## config.mk

```make
export PLATFORM = sky130hd
export DESIGN_NAME = flash_front
export DESIGN_NICKNAME = d
export VERILOG_FILES = /design/src/verilog/flash_front.v
export VERILOG_INCLUDE_DIRS = /design/src /design/src/shared
export SDC_FILE = /design/constraint.sdc
export NUM_CORES = 1
export LEC_CHECK = 0
export BUFFER_PORTS_ARGS = -buffer_cell sky130_fd_sc_hd__buf_2
export CORE_ASPECT_RATIO = 0.5
export CORE_MARGIN = 5
export CORE_UTILIZATION = 60
export DETAILED_ROUTE_END_ITERATION = 8
export PLACE_DENSITY = 0.79
export SETUP_SLACK_MARGIN = 0.02
export SYNTH_ARGS = -nofsm -noshare
export SYNTH_HDL_FRONTEND = slang
export SYNTH_HIERARCHICAL = 1
export SYNTH_SLANG_ARGS = --single-unit
```

## constraint.sdc

```tcl
create_clock -name i_clk -period 15.1 [get_ports i_clk]
set_input_delay 0.755 -clock i_clk [delete_from_list [all_inputs] [get_ports i_clk]]
set_output_delay 0.755 -clock i_clk [all_outputs]
set_load 0.005 [all_outputs]
```

## src/shared/flash_front_consts.vh

```
// opcodes, status layout and timing for the serial flash front end
`ifndef FLASH_FRONT_CONSTS_VH
`define FLASH_FRONT_CONSTS_VH
`define OP_WREN      8'h06
`define OP_WRDI      8'h04
`define OP_RDSR_LOW  8'h05
`define OP_RDSR_HIGH 8'h35
`define OP_WRSR      8'h01
`define OP_PROG      8'h02
`define OP_SEC_ERASE 8'h20
`define OP_BLK_ERASE 8'hD8
`define OP_CHIP_ER_A 8'hC7
`define OP_CHIP_ER_B 8'h60
`define OP_SUSPEND   8'h75
`define OP_PDOWN     8'hB9
`define OP_PD_REL    8'hAB
`define OP_READ      8'h03
`define OP_FAST      8'h0B
`define OP_DUAL_OUT  8'h3B
`define OP_DUAL_IO   8'hBB
`define OP_QUAD_OUT  8'h6B
`define OP_QUAD_IO   8'hEB
// status bit positions, low byte then high byte
`define SR_BUSY      0
`define SR_WPL       1
`define SR_BP0       2
`define SR_TB        5
`define SR_SEC       6
`define SR_LOCK_LO   7
`define SR_LOCK_HI   0
`define SR_QUAD      1
// dummy clocks after the address
`define DUMMY_FAST   4'h8
`define DUMMY_DUALIO 4'h4
`define DUMMY_QUADIO 4'h6
// array geometry
`define ARRAY_TOP    22'h200000
`define SECTOR_SIZE  22'h001000
`define BLOCK_SIZE   22'h010000
// timing
`define CLK_MHZ      25
`define TPUW_NS      10000
`define TW_NS        10000
`define TPUW_CYC     ((`TPUW_NS * `CLK_MHZ + 999) / 1000)
`define TW_CYC       ((`TW_NS * `CLK_MHZ + 999) / 1000)
`define FIFO_DEPTH   8
`define FIFO_AW      3
`endif

```

## src/verilog/flash_front.v

```verilog
// serial flash bus front end with status register and page data buffer
//
// Function
// - single lane: host bits sampled on rising clock, answer driven on falling clock
// - clock modes 0 and 3 both work; only edges inside select matter
// - dual read opcodes use lanes zero and one
// - quad read opcodes use all four lanes, protect and pause pins included
// - quad opcodes run only with quad enable set; then pins become lanes
// - write-protect pin is active low and gates status writes
// - pause starts with pause pin low, select low, at low clock
// - pause ends at low clock after pause pin rises, state kept
// - paused: outputs released, clock and input lanes ignored
// - pause works only with quad enable clear, outside quad transfers
// - during reset nothing runs; write-type opcodes refused for power-up delay
// - write enable must precede program, erase and status write
// - write permit clears at reset, write disable and op completion
// - power-down ignores all but release
// - busy bit 0 set during ops; only status read and suspend accepted
// - write permit latch is status bit 1, set by write enable
// - three protect range bits written by status write, default zero
// - top/bottom select picks end of array, default top
// - small unit bit picks 4KB sectors or 64KB blocks
// - status write needs write permit and lock settings allowing it
// - lock pair: 00 soft, 01 pin gated, 10 and 11 until power cycle
// - quad enable is status bit 9, default zero
`include "flash_front_consts.vh"

module fifo_buffer #(
  parameter WIDTH = 8,
  parameter DEPTH = `FIFO_DEPTH,
  parameter AW    = `FIFO_AW
) (
  // clock and reset
  input  wire             i_clk,
  input  wire             i_sys_rst,
  // fill side
  input  wire             i_in_valid,
  output wire             o_in_ready,
  input  wire [WIDTH-1:0] i_in_data,
  // drain side
  output wire             o_out_valid,
  input  wire             i_out_ready,
  output wire [WIDTH-1:0] o_out_data
);
  reg [WIDTH-1:0] mem [0:DEPTH-1];
  reg [AW-1:0]    wr_ptr_reg;
  reg [AW-1:0]    rd_ptr_reg;
  reg [AW:0]      count_reg;
  wire            push;
  wire            pop;

  assign o_in_ready  = (count_reg != DEPTH[AW:0]);
  assign o_out_valid = (count_reg != {(AW+1){1'b0}});
  assign o_out_data  = mem[rd_ptr_reg];
  assign push        = i_in_valid & o_in_ready;
  assign pop         = o_out_valid & i_out_ready;

  always @(posedge i_clk) begin
    if (push) begin
      mem[wr_ptr_reg] <= i_in_data;
    end
  end

  always @(posedge i_clk or posedge i_sys_rst) begin
    if (i_sys_rst) begin
      wr_ptr_reg <= {AW{1'b0}};
      rd_ptr_reg <= {AW{1'b0}};
      count_reg  <= {(AW+1){1'b0}};
    end else begin
      if (push) begin
        wr_ptr_reg <= wr_ptr_reg + 1'b1;
      end
      if (pop) begin
        rd_ptr_reg <= rd_ptr_reg + 1'b1;
      end
      if (push & ~pop) begin
        count_reg <= count_reg + 1'b1;
      end else if (pop & ~push) begin
        count_reg <= count_reg - 1'b1;
      end
    end
  end
endmodule

module flash_front #(
  parameter TPUW_CYC = `TPUW_CYC,
  parameter TW_CYC   = `TW_CYC
) (
  // clock and power-on reset
  input  wire        i_clk,
  input  wire        i_sys_rst,
  // serial bus pins
  input  wire        i_cs_n,
  input  wire        i_sclk,
  input  wire        i_lane_zero,
  input  wire        i_lane_one,
  input  wire        i_lane_two,
  input  wire        i_lane_three,
  output reg         o_lane_zero,
  output reg         o_lane_zero_oe,
  output reg         o_lane_one,
  output reg         o_lane_one_oe,
  output reg         o_lane_two,
  output reg         o_lane_two_oe,
  output reg         o_lane_three,
  output reg         o_lane_three_oe,
  // array command port
  output reg         o_cmd_valid,
  output reg  [7:0]  o_cmd_code,
  output reg  [23:0] o_cmd_addr,
  input  wire        i_op_done,
  // array read port
  output reg  [23:0] o_rd_addr,
  input  wire [7:0]  i_rd_data,
  // page program data
  output wire        o_wr_valid,
  input  wire        i_wr_ready,
  output wire [7:0]  o_wr_data
);
  localparam PH_CMD = 3'h0;
  localparam PH_ADR = 3'h1;
  localparam PH_DUM = 3'h2;
  localparam PH_OUT = 3'h3;
  localparam PH_IN  = 3'h4;
  localparam PH_IGN = 3'h5;

  reg  [5:0]  s1_reg;
  reg  [5:0]  s2_reg;
  reg         sclk_d_reg;
  reg         cs_d_reg;
  reg  [2:0]  ph_reg;
  reg  [4:0]  cnt_reg;
  reg  [2:0]  tot_reg;
  reg  [23:0] rx_reg;
  reg  [7:0]  op_reg;
  reg  [2:0]  aw_reg;
  reg  [2:0]  dw_reg;
  reg  [3:0]  dum_reg;
  reg  [7:0]  tx_reg;
  reg  [2:0]  txc_reg;
  reg  [1:0]  nbytes_reg;
  reg  [15:0] wrsr_reg;
  reg         ok_reg;
  reg         paused_reg;
  reg         drive_reg;
  reg         push_reg;
  reg  [7:0]  push_data_reg;
  reg  [2:0]  bp_reg;
  reg         tb_reg;
  reg         sec_reg;
  reg         lock_lo_reg;
  reg         lock_hi_reg;
  reg         quad_reg;
  reg         wpl_reg;
  reg         busy_reg;
  reg         tw_run_reg;
  reg         pd_reg;
  reg  [15:0] puw_reg;
  reg  [15:0] tw_reg;
  reg  [7:0]  st_low;
  reg  [7:0]  st_high;
  reg  [23:0] rx_next;
  reg  [7:0]  byte_src;
  reg  [3:0]  obits;
  reg  [2:0]  w;
  wire        cs_s    = s2_reg[5];
  wire        sclk_s  = s2_reg[4];
  wire        l3_s    = s2_reg[3];
  wire        l2_s    = s2_reg[2];
  wire        l1_s    = s2_reg[1];
  wire        l0_s    = s2_reg[0];
  wire        quad_op = (op_reg == `OP_QUAD_OUT) | (op_reg == `OP_QUAD_IO);
  wire        lockout = (puw_reg != 16'h0000);
  wire        fifo_rdy;
  // pause pin only counts when it is not a data lane
  wire        hold_req = ~quad_reg & ~quad_op & ~l3_s & ~cs_s;
  // clock low: enter or leave pause now; clock high: wait for its fall
  wire        paused_next = cs_s ? 1'b0 : (sclk_s ? paused_reg : hold_req);
  wire        active = ~cs_s & ~paused_reg;
  wire        rise = active & sclk_s & ~sclk_d_reg;
  wire        fall = active & ~sclk_s & sclk_d_reg;
  wire        cs_rise = cs_s & ~cs_d_reg;
  wire [7:0]  op_in = {rx_reg[6:0], l0_s};
  // pin gate: protect pin is a data lane under quad enable, so it counts as high
  wire        lock_ok = ~lock_hi_reg & (~lock_lo_reg | quad_reg | l2_s);

  function prot_hit;
    input [23:0] a;
    input [2:0]  bp;
    input        tb;
    input        sec;
    reg   [21:0] size;
    begin
      size = 22'h000000;
      if (sec) begin
        size = `SECTOR_SIZE << (bp[2] ? 3'h3 : bp - 3'h1);
      end else begin
        size = `BLOCK_SIZE << (bp - 3'h1);
      end
      if (bp == 3'h0) begin
        prot_hit = 1'b0;
      end else if (bp[2:1] == 2'b11) begin
        prot_hit = 1'b1;
      end else if (tb) begin
        prot_hit = ({1'b0, a[20:0]} < size);
      end else begin
        prot_hit = ({1'b0, a[20:0]} >= (`ARRAY_TOP - size));
      end
    end
  endfunction

  always @* begin
    st_low = 8'h00;
    st_low[`SR_BUSY] = busy_reg;
    st_low[`SR_WPL] = wpl_reg;
    st_low[`SR_BP0 +: 3] = bp_reg;
    st_low[`SR_TB] = tb_reg;
    st_low[`SR_SEC] = sec_reg;
    st_low[`SR_LOCK_LO] = lock_lo_reg;
    st_high = 8'h00;
    st_high[`SR_LOCK_HI] = lock_hi_reg;
    st_high[`SR_QUAD] = quad_reg;
    w = (ph_reg == PH_ADR) ? aw_reg : 3'h1;
    case (w)
      3'h4: rx_next = {rx_reg[19:0], l3_s, l2_s, l1_s, l0_s};
      3'h2: rx_next = {rx_reg[21:0], l1_s, l0_s};
      default: rx_next = {rx_reg[22:0], l0_s};
    endcase
    if (op_reg == `OP_RDSR_LOW) begin
      byte_src = st_low;
    end else if (op_reg == `OP_RDSR_HIGH) begin
      byte_src = st_high;
    end else begin
      byte_src = i_rd_data;
    end
    obits = (txc_reg == 3'h0) ? byte_src[7:4] : tx_reg[7:4];
  end

  fifo_buffer #(
    .WIDTH (8),
    .DEPTH (`FIFO_DEPTH),
    .AW    (`FIFO_AW)
  ) page_fifo (
    .i_clk       (i_clk),
    .i_sys_rst   (i_sys_rst),
    .i_in_valid  (push_reg),
    .o_in_ready  (fifo_rdy),
    .i_in_data   (push_data_reg),
    .o_out_valid (o_wr_valid),
    .i_out_ready (i_wr_ready),
    .o_out_data  (o_wr_data)
  );

  always @(posedge i_clk or posedge i_sys_rst) begin
    if (i_sys_rst) begin
      s1_reg <= 6'h3F;
      s2_reg <= 6'h3F;
      sclk_d_reg <= 1'b0;
      cs_d_reg <= 1'b1;
      ph_reg <= PH_CMD;
      cnt_reg <= 5'h00;
      tot_reg <= 3'h0;
      rx_reg <= 24'h000000;
      op_reg <= 8'h00;
      aw_reg <= 3'h1;
      dw_reg <= 3'h1;
      dum_reg <= 4'h0;
      tx_reg <= 8'h00;
      txc_reg <= 3'h0;
      nbytes_reg <= 2'h0;
      wrsr_reg <= 16'h0000;
      ok_reg <= 1'b0;
      paused_reg <= 1'b0;
      drive_reg <= 1'b0;
      push_reg <= 1'b0;
      push_data_reg <= 8'h00;
      bp_reg <= 3'h0;
      tb_reg <= 1'b0;
      sec_reg <= 1'b0;
      lock_lo_reg <= 1'b0;
      lock_hi_reg <= 1'b0;
      quad_reg <= 1'b0;
      wpl_reg <= 1'b0;
      busy_reg <= 1'b0;
      tw_run_reg <= 1'b0;
      pd_reg <= 1'b0;
      puw_reg <= TPUW_CYC[15:0];
      tw_reg <= 16'h0000;
      o_lane_zero <= 1'b0;
      o_lane_zero_oe <= 1'b0;
      o_lane_one <= 1'b0;
      o_lane_one_oe <= 1'b0;
      o_lane_two <= 1'b0;
      o_lane_two_oe <= 1'b0;
      o_lane_three <= 1'b0;
      o_lane_three_oe <= 1'b0;
      o_cmd_valid <= 1'b0;
      o_cmd_code <= 8'h00;
      o_cmd_addr <= 24'h000000;
      o_rd_addr <= 24'h000000;
    end else begin
      s1_reg <= {i_cs_n, i_sclk, i_lane_three, i_lane_two, i_lane_one, i_lane_zero};
      s2_reg <= s1_reg;
      sclk_d_reg <= sclk_s;
      cs_d_reg <= cs_s;
      paused_reg <= paused_next;
      o_cmd_valid <= 1'b0;
      push_reg <= 1'b0;
      if (lockout) begin
        puw_reg <= puw_reg - 16'h0001;
      end
      // completion of a status write or an array operation
      if (tw_run_reg) begin
        if (tw_reg == 16'h0001) begin
          tw_run_reg <= 1'b0;
          busy_reg <= 1'b0;
          wpl_reg <= 1'b0;
        end
        tw_reg <= tw_reg - 16'h0001;
      end else if (busy_reg & i_op_done) begin
        busy_reg <= 1'b0;
        wpl_reg <= 1'b0;
      end
      if (rise) begin
        tot_reg <= tot_reg + 3'h1;
        rx_reg <= rx_next;
        cnt_reg <= cnt_reg + {2'b00, w};
        case (ph_reg)
          PH_CMD: begin
            if (cnt_reg == 5'h07) begin
              op_reg <= op_in;
              cnt_reg <= 5'h00;
              ok_reg <= 1'b0;
              ph_reg <= PH_IGN;
              aw_reg <= 3'h1;
              dw_reg <= 3'h1;
              dum_reg <= 4'h0;
              nbytes_reg <= 2'h0;
              if (pd_reg) begin
                ok_reg <= (op_in == `OP_PD_REL);
              end else if (busy_reg) begin
                ok_reg <= (op_in == `OP_SUSPEND);
                if ((op_in == `OP_RDSR_LOW) | (op_in == `OP_RDSR_HIGH)) begin
                  ph_reg <= PH_OUT;
                end
              end else begin
                case (op_in)
                  `OP_RDSR_LOW, `OP_RDSR_HIGH: ph_reg <= PH_OUT;
                  `OP_WRSR: begin
                    ok_reg <= ~lockout;
                    ph_reg <= PH_IN;
                  end
                  `OP_WREN, `OP_CHIP_ER_A, `OP_CHIP_ER_B: ok_reg <= ~lockout;
                  `OP_WRDI, `OP_PDOWN: ok_reg <= 1'b1;
                  `OP_PROG, `OP_SEC_ERASE, `OP_BLK_ERASE, `OP_READ: ph_reg <= PH_ADR;
                  `OP_FAST, `OP_DUAL_OUT: begin
                    ph_reg <= PH_ADR;
                    dum_reg <= `DUMMY_FAST;
                    dw_reg <= (op_in == `OP_DUAL_OUT) ? 3'h2 : 3'h1;
                  end
                  `OP_DUAL_IO: begin
                    ph_reg <= PH_ADR;
                    aw_reg <= 3'h2;
                    dw_reg <= 3'h2;
                    dum_reg <= `DUMMY_DUALIO;
                  end
                  `OP_QUAD_OUT, `OP_QUAD_IO: begin
                    if (quad_reg) begin
                      ph_reg <= PH_ADR;
                      aw_reg <= (op_in == `OP_QUAD_IO) ? 3'h4 : 3'h1;
                      dw_reg <= 3'h4;
                      dum_reg <= (op_in == `OP_QUAD_IO) ? `DUMMY_QUADIO : `DUMMY_FAST;
                    end
                  end
                  default: ph_reg <= PH_IGN;
                endcase
              end
            end
          end
          PH_ADR: begin
            if ((cnt_reg + {2'b00, w}) == 5'h18) begin
              cnt_reg <= 5'h00;
              o_rd_addr <= rx_next;
              o_cmd_addr <= rx_next;
              // protected or unpermitted writes are dropped here
              ok_reg <= ~lockout & wpl_reg & ~prot_hit(rx_next, bp_reg, tb_reg, sec_reg);
              if (op_reg == `OP_PROG) begin
                ph_reg <= PH_IN;
              end else if ((op_reg == `OP_SEC_ERASE) | (op_reg == `OP_BLK_ERASE)) begin
                ph_reg <= PH_IGN;
              end else begin
                ph_reg <= (dum_reg == 4'h0) ? PH_OUT : PH_DUM;
              end
            end
          end
          PH_DUM: begin
            dum_reg <= dum_reg - 4'h1;
            if (dum_reg == 4'h1) begin
              ph_reg <= PH_OUT;
            end
          end
          PH_IN: begin
            if (cnt_reg[2:0] == 3'h7) begin
              if (nbytes_reg != 2'h2) begin
                nbytes_reg <= nbytes_reg + 2'h1;
              end
              wrsr_reg <= {wrsr_reg[7:0], op_in};
              // a full buffer loses the byte: the host cannot be stalled
              push_reg <= (op_reg == `OP_PROG) & ok_reg & fifo_rdy;
              push_data_reg <= op_in;
            end
          end
          default: ph_reg <= ph_reg;
        endcase
      end
      if (fall & (ph_reg == PH_OUT)) begin
        drive_reg <= 1'b1;
        if (txc_reg == 3'h0) begin
          tx_reg <= byte_src << dw_reg;
          txc_reg <= (dw_reg == 3'h4) ? 3'h1 : ((dw_reg == 3'h2) ? 3'h3 : 3'h7);
          if ((op_reg != `OP_RDSR_LOW) & (op_reg != `OP_RDSR_HIGH)) begin
            o_rd_addr <= o_rd_addr + 24'h000001;
          end
        end else begin
          tx_reg <= tx_reg << dw_reg;
          txc_reg <= txc_reg - 3'h1;
        end
        case (dw_reg)
          3'h4: {o_lane_three, o_lane_two, o_lane_one, o_lane_zero} <= obits;
          3'h2: {o_lane_one, o_lane_zero} <= obits[3:2];
          default: o_lane_one <= obits[3];
        endcase
      end
      o_lane_one_oe <= drive_reg & ~paused_next;
      o_lane_zero_oe <= drive_reg & ~paused_next & (dw_reg != 3'h1);
      o_lane_two_oe <= drive_reg & ~paused_next & (dw_reg == 3'h4);
      o_lane_three_oe <= drive_reg & ~paused_next & (dw_reg == 3'h4);
      if (cs_rise) begin
        ph_reg <= PH_CMD;
        cnt_reg <= 5'h00;
        tot_reg <= 3'h0;
        txc_reg <= 3'h0;
        drive_reg <= 1'b0;
        o_lane_zero_oe <= 1'b0;
        o_lane_one_oe <= 1'b0;
        o_lane_two_oe <= 1'b0;
        o_lane_three_oe <= 1'b0;
        // write-type work commits only on a byte boundary
        if (ok_reg & (tot_reg == 3'h0)) begin
          case (op_reg)
            `OP_WREN: wpl_reg <= 1'b1;
            `OP_WRDI: wpl_reg <= 1'b0;
            `OP_PDOWN: pd_reg <= 1'b1;
            `OP_PD_REL: pd_reg <= 1'b0;
            `OP_WRSR: begin
              if (wpl_reg & lock_ok & (nbytes_reg != 2'h0)) begin
                busy_reg <= 1'b1;
                tw_run_reg <= 1'b1;
                tw_reg <= TW_CYC[15:0];
                if (nbytes_reg == 2'h1) begin
                  {lock_lo_reg, sec_reg, tb_reg, bp_reg} <= wrsr_reg[7:2];
                end else begin
                  {lock_lo_reg, sec_reg, tb_reg, bp_reg} <= wrsr_reg[15:10];
                  {quad_reg, lock_hi_reg} <= wrsr_reg[1:0];
                end
              end
            end
            `OP_CHIP_ER_A, `OP_CHIP_ER_B: begin
              if (wpl_reg & (bp_reg == 3'h0)) begin
                busy_reg <= 1'b1;
                o_cmd_valid <= 1'b1;
                o_cmd_code <= op_reg;
              end
            end
            `OP_PROG, `OP_SEC_ERASE, `OP_BLK_ERASE: begin
              busy_reg <= 1'b1;
              o_cmd_valid <= 1'b1;
              o_cmd_code <= op_reg;
            end
            `OP_SUSPEND: begin
              o_cmd_valid <= 1'b1;
              o_cmd_code <= op_reg;
            end
            default: pd_reg <= pd_reg;
          endcase
        end
      end
    end
  end
endmodule

```

* Word level (Yosys, flattened, before mapping)
Memory sizes are Yosys's and may differ from the RTL's. Index checks and enable logic that the tools add are counted.
Cells by class: $add $sub $neg 14, multiplexer cells 128, bitwise logic cells 49, shifts and indexed selects 4, magnitude comparators 2, eq/ne operators 62, reductions and logical operators 40
Operator list (count):
- $mux W24 | 6
- $eq A8 B8 Y1 const B | 11
- $mux W22 | 4
- $mux W3 | 28
- $mux W16 | 5
- $eq A8 B3 Y1 const B | 6
- $eq A8 B7 Y1 const B | 6
- $mux W1 | 48
- $pmux W24 S2 | 1
- $eq A8 B6 Y1 const B | 5
- $mux W4 | 8
- $mux W8 | 4
- $sub A16 B1 Y16 const B | 2
- $and A1 B1 Y1 | 28
- $add A24 B1 Y24 const B | 1
- $eq A8 B2 Y1 const B | 3
- $ge A21 B22 Y1 | 1
- $lt A21 B22 Y1 | 1
- $shl A13 B3 Y22 const A | 1
- $shl A17 B3 Y22 const A | 1
- $sub A22 B22 Y22 const A | 1
- $mux W5 | 4
- $reduce_bool A2 Y1 | 10
- $pmux W3 S3 | 2
- 50 further kinds | 112
Word-level totals: memories 1, memory bits (writable) 64, word-level logic and storage cells 347, register bits after elaboration 225, output and inout bits 74, input port bits 18
Memories:
- page_fifo.mem | depth 8, bits a word 8, rd ports 1, clocked after memory_dff 0, write ports 1, line flash_front.v:45 | reg [WIDTH-1:0] mem [0:DEPTH-1];

* Depth between registers and ports, before layout
depth after elaboration 19, mapped depth 19, depth with buffers taken out 19

* By module
Netlist, hierarchy kept.
Modules (own cells, without submodules):
- flash_front | cells an instance 1318, seq. area each 5156.2 µm², area an instance 11652.4 µm², instances 1
- fifo_buffer | cells an instance 156, seq. area each 2172.1 µm², area an instance 3113.0 µm², instances 1

* Least setup slack after synthesis
Ideal clock, no wire load.
path type reg2reg, start register ph_reg[1], end register ok_reg, library setup time 77 ps, slack 11819 ps, buffers on the path 3, cell stages (with the launch flop) 18, arrival 3204 ps, path through dfrtp_1 buf_2 nor4b_1 buf_2 nand2_1 clkbuf_1 o22ai_1 o21ai_0 o21ai_0 inv_1 ha_1 nand4_1 a21oi_1 o22ai_1 maj3_1 o21ai_0 o2111ai_1 a21oi_1
On the way: cells in the longest elaborated chain, start to end 15, elaborated cells between the ends (all ways) 24, classes of those cells 1 x add/sub; 2 x order compare; 6 x eq/ne; 10 x mux; 2 x bitwise; 3 x reduce/logical
Ends and longest elaborated chain:
- from (decl) | line flash_front.v:131 | reg [2:0] ph_reg;
- from (signal assigned) | line flash_front.v:392 | ph_reg <= (dum_reg == 4'h0) ? PH_OUT : PH_DUM;
- from (signal assigned) | line flash_front.v:413 | default: ph_reg <= ph_reg;
- $eq A3 B1 Y1 * | line flash_front.v:223 | w = (ph_reg == PH_ADR) ? aw_reg : 3'h1;
- $mux W3 * | line flash_front.v:223
- $eq A3 B2 Y1 / $eq A3 B3 Y1 (equally long branches) | line flash_front.v:224 | case (w)
- $pmux W24 S2 * | line flash_front.v:224
- net rx_next[16] | line flash_front.v:162 | reg [23:0] rx_next;
- $ge A21 B22 Y1 / $lt A21 B22 Y1 (equally long branches) | line flash_front.v:207, flash_front.v:205
- $mux W1 * | line flash_front.v:204 | end else if (tb) begin
- $mux W1 * | line flash_front.v:202 | end else if (bp[2:1] == 2'b11) begin
- $mux W1 * | line flash_front.v:200 | if (bp == 3'h0) begin
- $mux W1 * | line flash_front.v:381 | if ((cnt_reg + {2'b00, w}) == 5'h18) begin
- $mux W1 * | line flash_front.v:328 | case (ph_reg)
- $mux W1 * | line flash_front.v:324 | if (rise) begin
- $not A1 Y1 * | line flash_front.v:386 | ok_reg <= ~lockout & wpl_reg & ~prot_hit(rx_next, bp_reg, tb_reg, sec_reg);
- $and A1 B1 Y1 * | line flash_front.v:386
- $mux W1 * | line flash_front.v:381
- $pmux W1 S2 * | line flash_front.v:328
- to (signal assigned) | line flash_front.v:340 | ok_reg <= (op_in == `OP_PD_REL);
- to (signal assigned) | line flash_front.v:342 | ok_reg <= (op_in == `OP_SUSPEND);
- to (signal assigned) | line flash_front.v:386
- to (decl) | line flash_front.v:143 | reg ok_reg;
The timed path passes the listed nets; every way through them passes the cells marked *. The select of a mux whose other input is x is not followed. A chain may end at the register's enable or synchronous reset.

* Final worst setup path
start register aw_reg[2], end register ok_reg
On the way: cells in the longest elaborated chain, start to end 14, elaborated cells between the ends (all ways) 20, classes of those cells 1 x add/sub; 2 x order compare; 4 x eq/ne; 10 x mux; 2 x bitwise; 1 x reduce/logical
Ends and longest elaborated chain:
- from (decl) | line flash_front.v:136 | reg [2:0] aw_reg;
- from (signal assigned) | line flash_front.v:370 | aw_reg <= (op_in == `OP_QUAD_IO) ? 3'h4 : 3'h1;
- $mux W3 * | line flash_front.v:223
- $eq A3 B2 Y1 / $eq A3 B3 Y1 (equally long branches) | line flash_front.v:224
- $pmux W24 S2 * | line flash_front.v:224
- net rx_next[13] | line flash_front.v:162
- $ge A21 B22 Y1 / $lt A21 B22 Y1 (equally long branches) | line flash_front.v:207, flash_front.v:205
- $mux W1 * | line flash_front.v:204
- $mux W1 * | line flash_front.v:202
- $mux W1 * | line flash_front.v:200
- $mux W1 * | line flash_front.v:381
- $mux W1 * | line flash_front.v:328
- $mux W1 * | line flash_front.v:324
- $not A1 Y1 * | line flash_front.v:386
- $and A1 B1 Y1 * | line flash_front.v:386
- $mux W1 * | line flash_front.v:381
- $pmux W1 S2 * | line flash_front.v:328
Marks and branches as above.

==> impl_metrics.py <==
metrics = {
    "outcome": {
        "status": "completed",
    },
    "clocking": {
        "hold_buffers": 0,
        "numCtsBuffers": 26,
        "cts_tree": "done",
        "cts.sink_count": 279,
        "cts_root_buf": "clkbuf_16",
        "clock_path_buffers": 3,
        "clk_latency_ns": 0.54,
        "cts_setup_buffers": 0,
        "cts_max_level": 1,
        "path_clk_slew_ns": 0.07,
        "cts_resized": 0,
    },
    "worst_setup_path": {
        "slowest_delay_ns": 0.88,
        "slowest_stage": "dfrtp_1",
        "crit_buf_inv": 2,
        "crit_required_ns": 15.57,
        "critPathCaptureType": "flop",
        "path_max_fanout": 27,
        "critPathArrivalTime_ns": 5.25,
        "critical_path_class": "flop to flop",
        "crit_path_cell_trace": "clkinv_1 > nand2_1 > o22ai_1 > mux2i_1 > o21ai_0 > inv_1 > ha_1 > o21ai_0 > a21oi_1 > o22ai_1 > maj3_1 > o21ai_0 > o2111ai_1 > a21oi_1",
        "cpMostUsedCell": "o21ai_0",
        "worstSetupStartpointType": "flop",
        "crit_family": "compound AO/OA/AOI/OAI gates",
    },
    "worst_hold_path": {
        "hold_class": "input port to asynchronous set/reset pin",
    },
    "timing": {
        "fin_crit_ns": 4.79,
        "fin_crit_sh": 0.317,
        "final_max_slew_viol_count": 0,
        "fin_skew_ns": 0.0105,
        "rsz0062_at_grt": "false",
        "fmax_mhz": 209,
        "hold_viol": 0,
        "max-slew-margin-rel": 0.0914,
        "whs_ns": 0.232,
        "setup_viol": 0,
        "tightest_slew_ns": 1.35,
        "setup_tns_ns": 0,
    },
    "yosys": {
        "syn_avg_cell_area_um2": 10.0,
        "synth_area_leader_cell": "dfrtp_1",
        "async_flop_share": 0.771,
        "yosysWarnings": 6,
        "synth_flop_cell": "dfrtp_1",
        "synth_fp_nets": 1536,
        "syn_inst": 1474,
        "synth_top_area_frac": 0.329,
        "netlist_area_mm2": 0.0148,
        "synth_enable_flop_cells": 64,
        "ys_seq_elements": 279,
        "ys_types": 91,
        "seq_area_frac_synth": 0.496,
        "synthTopCellsByArea": "dfrtp_1, edfxtp_1, nand2_1",
    },
    "finish": {
        "top_register": "page_fifo/mem",
        "reg_top3": "page_fifo/mem (64), o_cmd_addr (24), o_rd_addr (24)",
        "antenna_cells": 0,
        "largest_reg_flops": 64,
        "finalNetCount": 1575,
        "drive_gt1_frac": 0.145,
        "final_util": 0.672,
        "finalNonFillerCells": 1869,
        "area_growth_pct": 9.86,
    },
    "global_route": {
        "grt_pass1_vias": 11500,
        "grt_usage": 0.265,
        "grt_max_degree": 141,
        "grt_pass1_wl_mm": 60.4,
        "antenna_found_initial": 0,
        "gr-total-overflow": 0,
    },
    "drt": {
        "dr.pass1.iters": 5,
        "wl_per_cell_um": 19.9,
        "drtIter0Drc": 1242,
        "route.detailed.drc": 0,
        "ant_nets": 0,
        "drt_wl_total_mm": 37.2,
        "viasPerCell": 6.32,
        "num_vias": 11800,
    },
    "power_and_ir_drop": {
        "irDropWorstVdd_v": 0.0000604,
        "leakage_nw": 7.16,
        "power_density_mw_per_mm2": 97.0,
    },
    "floorplanning": {
        "start_util": 0.612,
        "die_area_mm2": 0.0280,
        "core_region_area_mm2": 0.0241,
        "die_w_um": 232,
        "ioPinCount": 92,
        "fp.dieH_um": 121,
        "rows": 40,
    },
    "placement": {
        "port_buffers": 91,
        "dp_hpwl_mm": 25.5,
        "dpl.cell_count": 1821,
        "place_congestion": 0.964,
    },
    "job": {
        "maxCapViolCount": 0,
    },
}
-- stage by stage --
step | total power, mW | setup slack (ns) | instance area (um2)
floorplan | 0.866 | 8.78 | 14800
global placement | 0.894 | 10.87 | 15300
detailed placement | 0.897 | 10.56 | 15300
CTS | 1.58 | 10.48 | 16200
global route | 1.63 | 9.90 | 16200
finish | 1.57 | 10.31 | 16200
-- worst paths after layout --
| check | from | to | slack, ns | cells past startpoint |
|---|---|---|---|---|
| max | aw_reg[2] | ok_reg | 10.31 | 14 |
| min | i_sys_rst | page_fifo/count_reg[3] | 0.23 | 2 |
| max reg2reg | aw_reg[2] | ok_reg | 10.31 | 14 |
| min reg2reg | s1_reg[5] | s2_reg[5] | 0.35 | 0 |
| max in group asynchronous | i_sys_rst | rx_reg[19] | 13.19 | 3 |
| min in group i_clk | i_sclk | s1_reg[4] | 0.30 | 1 |
-- report_power, final --
group / internal, mW / total (mW) / switching [mW]
registers: 0.777 / 0.810 / 0.0323
logic: 0.0274 / 0.0755 / 0.0481
clock network: 0.402 / 0.689 / 0.287
total: 1.21 / 1.57 / 0.368
-- cells in the mapped netlist (10+ instances only) --
cell	number
nor3_1	28
a211oi_1	11
a21o_1	10
mux2_2	23
xor2_1	17
mux4_1	16
dfrtp_1	194
buf_2	19
nand3_1	45
xnor2_1	28
o21ai_1	20
nand2_1	255
o221ai_1	11
or3_1	10
dfstp_2	21
nor2b_1	14
a21oi_1	66
a31oi_1	16
nor2_1	101
inv_1	48
edfxtp_1	64
o22ai_1	38
nand2b_1	12
ha_1	43
o21ai_0	77
nor4_1	11
and3_1	12
clkbuf_1	54
mux2i_1	23
-- layer usage --
metal  part of all wire  wire length, um  up-vias  global-route usage
met2               0.46            17200      512               0.421
met1               0.43            16100     5792               0.379
met3              0.080             2970       85              0.0505
li1                   -                -     5415                   -
met4              0.025              942        0              0.0749
met5                  0                0        -                   0
-- cell usage in the layout (no fill, tap or decap), types with 23 or more instances in the layout --
master / n
nand2_1: 255
nor3_1: 28
edfxtp_1: 64
dfrtp_1: 194
o21ai_0: 77
mux2i_1: 23
o22ai_1: 38
inv_1: 47
nor2_1: 101
nand3_1: 45
buf_2: 91
xnor2_1: 28
clkbuf_16: 27
mux2_2: 23
ha_1: 43
a21oi_1: 66
-- cell type report --
class                           count  area [um2]
Inverter                           49         191
Clock inverter                     10         104
Multi-Input combinational cell   1056        6850
Sequential cell                   279        7330
Timing Repair Buffer              101         531
Fill cell                        1887        7900
Clock buffer                       38         800
Tap cell                          336         420
-- kinds of logic after synthesis --
family / synth area share
AND/OR/NAND/NOR: 0.186
AO/OA/AOI/OAI: 0.145
flip-flops: 0.496
buffers and inverters: 0.0409
multiplexers: 0.0657
XOR/XNOR: 0.0278
adder cells (fa/ha/maj): 0.0385
Power figures use the tool's default switching activity.
